$ cat src/include/phy_mac_pkg.sv
// Shared constants and types for the MAC data interface of one PHY port
package phy_mac_pkg;
	typedef enum logic [1:0] {
		MODE_MII    = 2'b00,
		MODE_RMII   = 2'b01,
		MODE_SERIAL = 2'b10
	} mode_t;

	localparam int CORE_KHZ    = 100000;
	localparam int MII100_KHZ  = 25000;
	localparam int MII10_KHZ   = 2500;
	localparam int RMII_KHZ    = 50000;
	localparam int SERIAL_KHZ  = 10000;

	localparam logic [5:0] DIV_MII100 = 6'(CORE_KHZ / MII100_KHZ);
	localparam logic [5:0] DIV_MII10  = 6'(CORE_KHZ / MII10_KHZ);
	localparam logic [5:0] DIV_RMII   = 6'(CORE_KHZ / RMII_KHZ);
	localparam logic [5:0] DIV_SERIAL = 6'(CORE_KHZ / SERIAL_KHZ);

	localparam int NIB_W      = 4;
	localparam int FIFO_WIDTH = 5;
	localparam int FIFO_DEPTH = 16;

	localparam logic [1:0] UNITS_RMII_LAST   = 2'h1;
	localparam logic [1:0] UNITS_SERIAL_LAST = 2'h3;
	localparam logic [1:0] UNIT_FIRST        = 2'h0;
endpackage : phy_mac_pkg

$ cat src/include/phy_mac_if.sv
// Link wires between one PHY port and its MAC
`timescale 1ns/1ps
interface phy_mac_if;
	logic       tx_clk;
	logic       rx_clk;
	logic       ref_clk;
	logic       tx_en;
	logic [3:0] txd;
	logic [3:0] rxd;
	logic       rx_dv;
	logic       rx_er;
	logic       crs;
	logic       col;

	modport phy (
		output tx_clk, rx_clk, ref_clk, rxd, rx_dv, rx_er, crs, col,
		input  tx_en, txd
	);
	modport mac (
		input  tx_clk, rx_clk, ref_clk, rxd, rx_dv, rx_er, crs, col,
		output tx_en, txd
	);
endinterface : phy_mac_if

$ cat src/rtl/phy_dual.sv
// PHY end: transmit FIFO, one port's link logic, and the dual-port top
// How it works
// MII transmit clock 25 or 2.5 MHz
// RMII uses only the 50 MHz reference
// Serial mode transmit clock is 10 MHz
// MII transmit enable marks valid nibbles
// RMII dibits taken only under transmit enable
// Serial bit taken only under transmit enable
// MII nibbles sampled on transmit clock
// RMII dibits sampled on reference clock
// Serial path one bit, other inputs ignored
// MII receive clock 25 or 2.5 MHz
// Serial receive clock is 10 MHz
// MII receive valid exactly over valid data
// RMII still drives receive data valid
// Serial mode leaves receive valid low
// MII 100 Mb/s flags invalid symbols
// MII receive nibbles timed to receive clock
// RMII receive dibits on reference clock
// RMII error on bad symbol, false carrier
// Collision only in half duplex
// Two independent port copies
// Mode fixed after configuration capture
`timescale 1ns/1ps
module phy_fifo #(
	parameter int W = 5,
	parameter int D = 16
) (
	// Clock and reset
	input  wire logic         i_core_clk,
	input  wire logic         i_rst_b,
	// Fill side
	input  wire logic         i_in_valid,
	output logic              o_in_ready,
	input  wire logic [W-1:0] i_in_data,
	// Drain side
	output logic              o_out_valid,
	input  wire logic         i_out_ready,
	output logic      [W-1:0] o_out_data
);
	localparam int AW = $clog2(D);
	localparam int CW = $clog2(D + 1);
	typedef struct packed {
		logic [D-1:0][W-1:0] mem;
		logic [AW-1:0]       wp;
		logic [AW-1:0]       rp;
		logic [CW-1:0]       cnt;
	} fifo_st_t;
	fifo_st_t r;
	fifo_st_t n;
	logic     wr;
	logic     rd;

	assign o_in_ready  = (r.cnt != CW'(D));
	assign o_out_valid = (r.cnt != '0);
	assign o_out_data  = r.mem[r.rp];

	always_comb begin
		n  = r;
		wr = i_in_valid && o_in_ready;
		rd = o_out_valid && i_out_ready;
		if (wr) begin
			n.mem[r.wp] = i_in_data;
			n.wp        = (r.wp == AW'(D - 1)) ? '0 : r.wp + 1'b1;
		end
		if (rd) begin
			n.rp = (r.rp == AW'(D - 1)) ? '0 : r.rp + 1'b1;
		end
		if (wr && !rd) begin
			n.cnt = r.cnt + 1'b1;
		end else if (rd && !wr) begin
			n.cnt = r.cnt - 1'b1;
		end
	end

	always_ff @(posedge i_core_clk or negedge i_rst_b) begin
		if (!i_rst_b) begin
			r <= '0;
		end else begin
			r <= n;
		end
	end
endmodule : phy_fifo

module phy_port (
	// Clock and reset
	input  wire logic                i_core_clk,
	input  wire logic                i_rst_b,
	// Configuration, captured once after reset
	input  wire phy_mac_pkg::mode_t  i_mode,
	input  wire logic                i_speed_100,
	input  wire logic                i_full_duplex,
	// MAC link
	phy_mac_if.phy                   link,
	// Received line data towards the MAC
	input  wire logic                i_rx_crs,
	input  wire logic                i_rx_valid,
	output logic                     o_rx_ready,
	input  wire logic [3:0]          i_rx_data,
	input  wire logic                i_rx_sym_err,
	input  wire logic                i_false_carrier,
	// Transmitted nibbles towards the line
	output logic                     o_tx_valid,
	input  wire logic                i_tx_ready,
	output logic [3:0]               o_tx_data,
	output logic                     o_tx_first
);
	import phy_mac_pkg::*;

	typedef struct packed {
		logic       cfg_ok;
		mode_t      mode;
		logic       spd100;
		logic       fdx;
		logic [5:0] tcnt;
		logic [5:0] rcnt;
		logic       tclk;
		logic       rclk;
		logic [3:0] tsh;
		logic [1:0] tn;
		logic       in_frame;
		logic [3:0] rsh;
		logic [1:0] rn;
		logic [3:0] rxd;
		logic       rx_dv;
		logic       rx_er;
		logic       crs;
		logic       col;
	} port_st_t;
	port_st_t   r;
	port_st_t   n;
	logic       fifo_in_ready;
	logic       push;
	logic [4:0] pword;
	logic [4:0] fifo_out;
	logic [5:0] div;
	logic       ttick;
	logic       rtick;
	logic       rmii;
	logic       ser;

	assign rmii = (r.mode == MODE_RMII);
	assign ser  = (r.mode == MODE_SERIAL);

	// clock rates
	assign div = rmii ? DIV_RMII : ser ? DIV_SERIAL :
		r.spd100 ? DIV_MII100 : DIV_MII10;

	// reference only in RMII
	assign link.tx_clk  = rmii ? 1'b0 : r.tclk;
	assign link.rx_clk  = rmii ? 1'b0 : r.rclk;
	assign link.ref_clk = rmii ? r.tclk : 1'b0;
	assign link.rxd     = r.rxd;
	assign link.rx_dv   = r.rx_dv;
	assign link.rx_er   = r.rx_er;
	assign link.crs     = r.crs;
	assign link.col     = r.col;
	assign o_tx_data    = fifo_out[3:0];
	assign o_tx_first   = fifo_out[4];
	assign o_rx_ready   = rtick && r.cfg_ok && (r.rn == UNIT_FIRST);

	always_comb begin
		n     = r;
		push  = 1'b0;
		pword = '0;
		ttick = 1'b0;
		rtick = 1'b0;
		// one-time mode capture
		if (!r.cfg_ok) begin
			n.cfg_ok = 1'b1;
			n.mode   = i_mode;
			n.spd100 = i_speed_100;
			n.fdx    = i_full_duplex;
		end
		// A full FIFO holds the clock low, which stalls the MAC
		if (r.tcnt >= div - 6'h01) begin
			if (fifo_in_ready) begin
				n.tcnt = '0;
				ttick  = 1'b1;
			end
		end else begin
			n.tcnt = r.tcnt + 6'h01;
		end
		n.tclk = (n.tcnt < (div >> 1));
		// RMII receive shares the reference
		if (rmii) begin
			rtick  = ttick;
			n.rcnt = '0;
		end else if (r.rcnt >= div - 6'h01) begin
			n.rcnt = '0;
			rtick  = 1'b1;
		end else begin
			n.rcnt = r.rcnt + 6'h01;
		end
		n.rclk = (n.rcnt < (div >> 1));
		// sample at clock rise
		if (ttick && r.cfg_ok) begin
			// enable qualifies data
			if (link.tx_en) begin
				case (r.mode)
					MODE_MII: begin
						push  = 1'b1;
						pword = {!r.in_frame, link.txd};
					end
					MODE_RMII: begin
						if (r.tn == UNIT_FIRST) begin
							n.tsh[1:0] = link.txd[1:0];
							n.tn       = UNITS_RMII_LAST;
						end else begin
							push  = 1'b1;
							pword = {!r.in_frame, link.txd[1:0], r.tsh[1:0]};
							n.tn  = UNIT_FIRST;
						end
					end
					MODE_SERIAL: begin
						// only the lowest data bit
						n.tsh = {link.txd[0], r.tsh[3:1]};
						n.tn  = r.tn + 2'h1;
						if (r.tn == UNITS_SERIAL_LAST) begin
							push  = 1'b1;
							pword = {!r.in_frame, link.txd[0], r.tsh[3:1]};
						end
					end
					default: begin
						push = 1'b0;
					end
				endcase
				if (push) begin
					n.in_frame = 1'b1;
				end
			end else begin
				// A partial nibble at frame end is dropped
				n.tn       = UNIT_FIRST;
				n.in_frame = 1'b0;
			end
		end
		// receive outputs move at clock rise
		if (rtick && r.cfg_ok) begin
			n.crs = i_rx_crs || (rmii && r.rn != UNIT_FIRST);
			if (r.rn == UNIT_FIRST) begin
				n.rsh = i_rx_data;
				if (i_rx_valid) begin
					case (r.mode)
						MODE_MII: begin
							// valid and error
							n.rxd   = i_rx_data;
							n.rx_dv = 1'b1;
							n.rx_er = r.spd100 && i_rx_sym_err;
						end
						MODE_RMII: begin
							// valid and error
							n.rxd   = {2'b00, i_rx_data[1:0]};
							n.rn    = UNITS_RMII_LAST;
							n.rx_dv = 1'b1;
							n.rx_er = r.spd100 && i_rx_sym_err;
						end
						default: begin
							// valid unused, carrier frames
							n.rxd   = {3'b000, i_rx_data[0]};
							n.rn    = 2'h1;
							n.rx_dv = 1'b0;
							n.rx_er = 1'b0;
						end
					endcase
				end else begin
					n.rxd   = '0;
					n.rx_dv = 1'b0;
					// false carrier error
					n.rx_er = rmii && r.spd100 && i_false_carrier;
				end
			end else if (rmii) begin
				n.rxd = {2'b00, r.rsh[3:2]};
				n.rn  = UNIT_FIRST;
			end else begin
				n.rxd = {3'b000, r.rsh[r.rn]};
				n.rn  = r.rn + 2'h1;
			end
		end
		// half duplex collision only
		n.col = !rmii && !r.fdx && r.cfg_ok && link.tx_en && i_rx_crs;
	end

	always_ff @(posedge i_core_clk or negedge i_rst_b) begin
		if (!i_rst_b) begin
			r <= '0;
		end else begin
			r <= n;
		end
	end

	phy_fifo #(
		.W (FIFO_WIDTH),
		.D (FIFO_DEPTH)
	) u_tx_fifo (
		.i_core_clk  (i_core_clk),
		.i_rst_b     (i_rst_b),
		.i_in_valid  (push),
		.o_in_ready  (fifo_in_ready),
		.i_in_data   (pword),
		.o_out_valid (o_tx_valid),
		.i_out_ready (i_tx_ready),
		.o_out_data  (fifo_out)
	);
endmodule : phy_port

module phy_dual (
	// Clock and reset
	input  wire logic                     i_core_clk,
	input  wire logic                     i_rst_b,
	// Per-port configuration, index 0 is port A
	input  wire phy_mac_pkg::mode_t [1:0] i_mode,
	input  wire logic [1:0]               i_speed_100,
	input  wire logic [1:0]               i_full_duplex,
	// MAC links
	phy_mac_if.phy                        link_a,
	phy_mac_if.phy                        link_b,
	// Line-side receive
	input  wire logic [1:0]               i_rx_crs,
	input  wire logic [1:0]               i_rx_valid,
	output logic [1:0]                    o_rx_ready,
	input  wire logic [1:0][3:0]          i_rx_data,
	input  wire logic [1:0]               i_rx_sym_err,
	input  wire logic [1:0]               i_false_carrier,
	// Line-side transmit
	output logic [1:0]                    o_tx_valid,
	input  wire logic [1:0]               i_tx_ready,
	output logic [1:0][3:0]               o_tx_data,
	output logic [1:0]                    o_tx_first
);
	import phy_mac_pkg::*;

	// two independent ports
	phy_port u_port_a (
		.i_core_clk (i_core_clk), .i_rst_b (i_rst_b),
		.i_mode (i_mode[0]), .i_speed_100 (i_speed_100[0]),
		.i_full_duplex (i_full_duplex[0]), .link (link_a),
		.i_rx_crs (i_rx_crs[0]), .i_rx_valid (i_rx_valid[0]),
		.o_rx_ready (o_rx_ready[0]), .i_rx_data (i_rx_data[0]),
		.i_rx_sym_err (i_rx_sym_err[0]),
		.i_false_carrier (i_false_carrier[0]),
		.o_tx_valid (o_tx_valid[0]), .i_tx_ready (i_tx_ready[0]),
		.o_tx_data (o_tx_data[0]), .o_tx_first (o_tx_first[0])
	);
	phy_port u_port_b (
		.i_core_clk (i_core_clk), .i_rst_b (i_rst_b),
		.i_mode (i_mode[1]), .i_speed_100 (i_speed_100[1]),
		.i_full_duplex (i_full_duplex[1]), .link (link_b),
		.i_rx_crs (i_rx_crs[1]), .i_rx_valid (i_rx_valid[1]),
		.o_rx_ready (o_rx_ready[1]), .i_rx_data (i_rx_data[1]),
		.i_rx_sym_err (i_rx_sym_err[1]),
		.i_false_carrier (i_false_carrier[1]),
		.o_tx_valid (o_tx_valid[1]), .i_tx_ready (i_tx_ready[1]),
		.o_tx_data (o_tx_data[1]), .o_tx_first (o_tx_first[1])
	);
endmodule : phy_dual

$ cat src/flat_wrapper.sv
// flat-port wrapper written by rule: the top's interface ports become plain ports
module phy_dual_flat import phy_mac_pkg::*;
  (i_core_clk, i_rst_b, i_mode, i_speed_100, i_full_duplex, i_rx_crs, i_rx_valid, o_rx_ready, i_rx_data, i_rx_sym_err, i_false_carrier, o_tx_valid, i_tx_ready, o_tx_data, o_tx_first, link_a_tx_clk, link_a_rx_clk, link_a_ref_clk, link_a_rxd, link_a_rx_dv, link_a_rx_er, link_a_crs, link_a_col, link_a_tx_en, link_a_txd, link_b_tx_clk, link_b_rx_clk, link_b_ref_clk, link_b_rxd, link_b_rx_dv, link_b_rx_er, link_b_crs, link_b_col, link_b_tx_en, link_b_txd);
  phy_mac_if link_a_i ();
  phy_mac_if link_b_i ();
  input  wire logic i_core_clk;
  input  wire logic i_rst_b;
  input  wire phy_mac_pkg::mode_t [1:0] i_mode;
  input  wire logic [1:0] i_speed_100;
  input  wire logic [1:0] i_full_duplex;
  input  wire logic [1:0] i_rx_crs;
  input  wire logic [1:0] i_rx_valid;
  output logic [1:0] o_rx_ready;
  input  wire logic [1:0][3:0] i_rx_data;
  input  wire logic [1:0] i_rx_sym_err;
  input  wire logic [1:0] i_false_carrier;
  output logic [1:0] o_tx_valid;
  input  wire logic [1:0] i_tx_ready;
  output logic [1:0][3:0] o_tx_data;
  output logic [1:0] o_tx_first;
  output wire logic [$bits(link_a_i.tx_clk)-1:0] link_a_tx_clk;
  output wire logic [$bits(link_a_i.rx_clk)-1:0] link_a_rx_clk;
  output wire logic [$bits(link_a_i.ref_clk)-1:0] link_a_ref_clk;
  output wire logic [$bits(link_a_i.rxd)-1:0] link_a_rxd;
  output wire logic [$bits(link_a_i.rx_dv)-1:0] link_a_rx_dv;
  output wire logic [$bits(link_a_i.rx_er)-1:0] link_a_rx_er;
  output wire logic [$bits(link_a_i.crs)-1:0] link_a_crs;
  output wire logic [$bits(link_a_i.col)-1:0] link_a_col;
  input wire logic [$bits(link_a_i.tx_en)-1:0] link_a_tx_en;
  input wire logic [$bits(link_a_i.txd)-1:0] link_a_txd;
  output wire logic [$bits(link_b_i.tx_clk)-1:0] link_b_tx_clk;
  output wire logic [$bits(link_b_i.rx_clk)-1:0] link_b_rx_clk;
  output wire logic [$bits(link_b_i.ref_clk)-1:0] link_b_ref_clk;
  output wire logic [$bits(link_b_i.rxd)-1:0] link_b_rxd;
  output wire logic [$bits(link_b_i.rx_dv)-1:0] link_b_rx_dv;
  output wire logic [$bits(link_b_i.rx_er)-1:0] link_b_rx_er;
  output wire logic [$bits(link_b_i.crs)-1:0] link_b_crs;
  output wire logic [$bits(link_b_i.col)-1:0] link_b_col;
  input wire logic [$bits(link_b_i.tx_en)-1:0] link_b_tx_en;
  input wire logic [$bits(link_b_i.txd)-1:0] link_b_txd;
  assign link_a_tx_clk = link_a_i.tx_clk;
  assign link_a_rx_clk = link_a_i.rx_clk;
  assign link_a_ref_clk = link_a_i.ref_clk;
  assign link_a_rxd = link_a_i.rxd;
  assign link_a_rx_dv = link_a_i.rx_dv;
  assign link_a_rx_er = link_a_i.rx_er;
  assign link_a_crs = link_a_i.crs;
  assign link_a_col = link_a_i.col;
  assign link_a_i.tx_en = link_a_tx_en;
  assign link_a_i.txd = link_a_txd;
  assign link_b_tx_clk = link_b_i.tx_clk;
  assign link_b_rx_clk = link_b_i.rx_clk;
  assign link_b_ref_clk = link_b_i.ref_clk;
  assign link_b_rxd = link_b_i.rxd;
  assign link_b_rx_dv = link_b_i.rx_dv;
  assign link_b_rx_er = link_b_i.rx_er;
  assign link_b_crs = link_b_i.crs;
  assign link_b_col = link_b_i.col;
  assign link_b_i.tx_en = link_b_tx_en;
  assign link_b_i.txd = link_b_txd;
  phy_dual u_core (.i_core_clk(i_core_clk), .i_rst_b(i_rst_b), .i_mode(i_mode), .i_speed_100(i_speed_100), .i_full_duplex(i_full_duplex), .link_a(link_a_i), .link_b(link_b_i), .i_rx_crs(i_rx_crs), .i_rx_valid(i_rx_valid), .o_rx_ready(o_rx_ready), .i_rx_data(i_rx_data), .i_rx_sym_err(i_rx_sym_err), .i_false_carrier(i_false_carrier), .o_tx_valid(o_tx_valid), .i_tx_ready(i_tx_ready), .o_tx_data(o_tx_data), .o_tx_first(o_tx_first));
endmodule
$ cat config.mk
export PLATFORM = sky130hd
export DESIGN_NAME = phy_dual_flat
export DESIGN_NICKNAME = d
export VERILOG_FILES = /design/src/include/phy_mac_pkg.sv /design/src/include/phy_mac_if.sv /design/src/rtl/phy_dual.sv /design/src/flat_wrapper.sv
export SDC_FILE = /design/constraint.sdc
export NUM_CORES = 1
export LEC_CHECK = 0
export BUFFER_PORTS_ARGS = -buffer_cell sky130_fd_sc_hd__buf_4
export CAP_MARGIN = 30
export CORE_UTILIZATION = 50
export DETAILED_ROUTE_END_ITERATION = 6
export GPL_ROUTABILITY_DRIVEN = 0
export PLACE_DENSITY = 0.66
export SYNTH_ARGS = -nofsm -noshare
export SYNTH_HDL_FRONTEND = slang
export SYNTH_HIERARCHICAL = 1
export SYNTH_SLANG_ARGS = --single-unit
$ cat constraint.sdc
create_clock -name i_core_clk -period 10.2 [get_ports i_core_clk]
set_input_delay 2.04 -clock i_core_clk [delete_from_list [all_inputs] [get_ports i_core_clk]]
set_output_delay 2.04 -clock i_core_clk [all_outputs]
set_load 0.02 [all_outputs]
==> flow_summary.yaml <==
run_status:
  status: "completed"
clock_tree:
  htree_num_levels: 1
  clockBufferDepth: 3
  holdBufCountCts: 0
  cts_resized: 0
  root_buffer: "clkbuf_16"
  clock-sinks: 266
  cts_tree: "yes"
  cts_setup_buffers: 0
  clock_latency_ns: 0.56
  cts.clk_slew.worst_paths_ns: 0.06
  numCtsBuffers: 30
timing:
  drv_slew: 0
  fin_crit_ns: 6.70
  period_share_pct: 65.7
  setup_viol: 0
  rsz0062_at_grt: "no"
  tightest_slew_ns: 0.928
  hold_viol_final: 0
  relSlewSlack_pct: 37.8
  fin_worst_skew_ns: 0.0192
  fmax_ghz: 0.149
  holdWs_ns: 0.431
  fin_setup_tns_ns: 0
flow_run:
  drv_cap: 0
cells_and_area:
  diodes: 0
  fin_area_um2: 16500
  area_delta_synth_final_pct: 12.3
  fin_cells: 1649
  drive_above_1_share_pct: 31.9
  fin_nets: 1349
detailed_routing:
  drt_iter0_drc: 683
  viasPerCell: 5.67
  routedWlPerCell_um: 18.5
  route.vias.total: 9350
  wl_mm: 30.5
  dr.pass1.iters: 5
  route.detailed.drc: 0
  detail-route-antenna-nets: 0
synth:
  yosysTopAreaCellShare_pct: 45.2
  synth_area_leaders: "dfrtp_1 (45%), mux2_2 (8.3%), mux2_4 (8.3%)"
  synthTopCellsByCount: "dfrtp_1 (266), mux2_2 (109), nand2_1 (85)"
  synthArstFlopShare_pct: 100
  ys.flop_type: "dfrtp_1"
  yosysWarnings: 6
  syn_area_um2: 14700
  synth_cells: 1196
  ys_seq_area_share_pct: 45.2
  synth_cell_types: 75
  yosys.area.top_type: "dfrtp_1"
  synth.ff_latch_count: 266
  synth-edff-count: 0
  avgSynthCellArea_um2: 12.3
  yosysMostFrequentCell: "dfrtp_1"
floorplanning:
  start_util_pct: 51.0
  die_x_um: 174
  rows: 62
  die_y_um: 174
  io_pins: 74
  core_area_um2: 28900
  die-area_um2: 30100
power:
  p_int_mw: 2.56
  power_frac_comb_pct: 33.1
  p_total_mw: 3.91
  clockPowerShare_pct: 31.0
  leakagePower_nw: 7.83
  power.density_nw_per_um2: 237
  netSwitchingPower_mw: 1.36
  seq_power_share_pct: 35.9
  sw_frac_of_total_pct: 34.7
  peakVddDrop_v: 0.000120
hold_path:
  min_path_cells: 1
  hold_path.class: "reg -> reg"
  min_to: "u_core/u_port_a/link.col$_DFF_PN0_"
  min_from: "u_core/u_port_a/r[35]$_DFFE_PN0N_"
worst_setup_path:
  critPathMaxStageDelay_ns: 0.73
  crit_top_cell: "ha_1"
  path_max_fanout: 22
  worstSetupEndpointType: "primary output"
  r2r-end: "u_core/u_port_b/u_tx_fifo/r[4]$_DFFE_PN0P_"
  ff2ff_path_depth: 18
  critPathLaunchType: "flop"
  critPathArrivalTime_ns: 4.66
  rrSetupSlack_ns: 4.29
  required_ns: 8.16
  cp_cell_sequence: "inv_1, ha_1, nor2_1, nand2_1, ha_1, ha_1, o211ai_1, o211ai_1, o2111ai_2, a211oi_2, and2_1, buf_4"
  worstSetupPathType: "reg -> out"
  crit_slowest_cell: "a211oi_2"
  r2r-start: "u_core/u_port_b/r[38]$_DFFE_PN0N_"
placement:
  place_inst: 1593
  place_area_um2: 15400
  io_buffers: 73
  place_hpwl_mm: 21.0
global_routing:
  grt_pass1_wl_mm: 51.8
  grt_pass1_vias: 9650
  antenna_found_initial: 0
  track_usage_pct: 21.0
  grt_max_degree: 152
  grt-ovfl-total: 0
registers in the layout, indices dropped and copies added (netlist names):
register and flops:
u_core/u_port_b/link.crs 1, u_core/u_port_a/link.rx_dv 1, u_core/u_port_a/u_tx_fifo/r 93, u_core/u_port_b/link.rx_er 1, u_core/u_port_a/link.col 1, u_core/u_port_a/link.rx_er 1, u_core/u_port_b/link.rx_dv 1, u_core/u_port_a/link.rxd 4
u_core/u_port_b/u_tx_fifo/r 93, u_core/u_port_b/link.col 1, u_core/u_port_b/r 32, u_core/u_port_a/link.crs 1, u_core/u_port_b/link.rxd 4, u_core/u_port_a/r 32
cell type report:
type | count | area, µm²
Fill cell | 2405 | 12300
Multi-Input combinational cell | 814 | 7420
Sequential cell | 266 | 6660
Clock buffer | 40 | 858
Timing Repair Buffer | 88 | 684
Tap cell | 384 | 480
Clock inverter | 16 | 282
Inverter | 41 | 154
critical path, delay by kind of cell, from the launching register on:
kind / cells / cell delay [ns]
AOI/OAI and AO/OA: 4 / 1.28
adders and majority gates: 3 / 1.25
and+or+nand+nor: 3 / 0.81
DFF: 1 / 0.43
buffers and inverters: 2 / 0.34
per-layer routing:
layer | vias to the layer above | part of all wire [%] | track usage (%)
met3 | 34 | 3.4 | 2.39
met4 | 0 | 1.3 | 4.39
met2 | 140 | 46 | 32.7
li1 | 4427 | - | -
met1 | 4749 | 49 | 31.8
met5 | - | 0 | 0
through the flow:
| stage | setup WS [ns] | utilization (%) |
|---|---|---|
| global placement | 4.23 | 53.3 |
| finish | 3.50 | 57.3 |
| floorplan | 5.24 | - |
| global route | 3.15 | 57.3 |
| CTS | 3.48 | 57.3 |
| detailed placement | 4.10 | 53.4 |
cell usage in the layout, fill, tap and decap left out, types with 30 or more instances in the layout:
| cell type | count |
|---|---|
| nor2_1 | 56 |
| clkbuf_16 | 30 |
| nand2_1 | 85 |
| mux2_2 | 109 |
| ha_1 | 68 |
| and3_1 | 31 |
| mux2_4 | 81 |
| o21ai_0 | 44 |
| dfrtp_1 | 266 |
| mux4_2 | 32 |
| inv_1 | 41 |
| buf_4 | 85 |
| mux2i_1 | 31 |
power groups by stage:
stage / sequential, mW / combinational [mW] / clock (mW)
finish: 1.40 / 1.30 / 1.21
global route: 1.43 / 1.46 / 1.29
CTS: 1.40 / 1.31 / 1.24
detailed placement: 1.42 / 1.30 / 0
global placement: 1.42 / 1.28 / 0
floorplan: 1.37 / 1.01 / 0
worst max path at each step:
stage	from	to
6_report	u_core/u_port_a/r[38]$_DFFE_PN0N_	o_rx_ready[0]
5_1_grt	u_core/u_port_a/r[38]$_DFFE_PN0N_	o_rx_ready[0]
4_1_cts	u_core/u_port_a/r[38]$_DFFE_PN0N_	o_rx_ready[0]
3_5_place_dp	u_core/u_port_a/r[38]$_DFFE_PN0N_	o_rx_ready[0]
3_3_place_gp	u_core/u_port_a/r[38]$_DFFE_PN0N_	o_rx_ready[0]
2_1_floorplan	u_core/u_port_b/r[38]$_DFFE_PN0N_	o_rx_ready[1]
cell families after synthesis:
family | Yosys count | share of synthesized area (%)
simple gates | 295 | 10.6
other cells | 2 | 0.0510
mux | 253 | 23.6
buf+inv | 120 | 4.54
xor+xnor | 21 | 1.25
flops | 266 | 45.2
compound gates | 167 | 8.57
fa+ha+maj | 72 | 6.20
No activity file was read; power rests on OpenSTA's default activity.
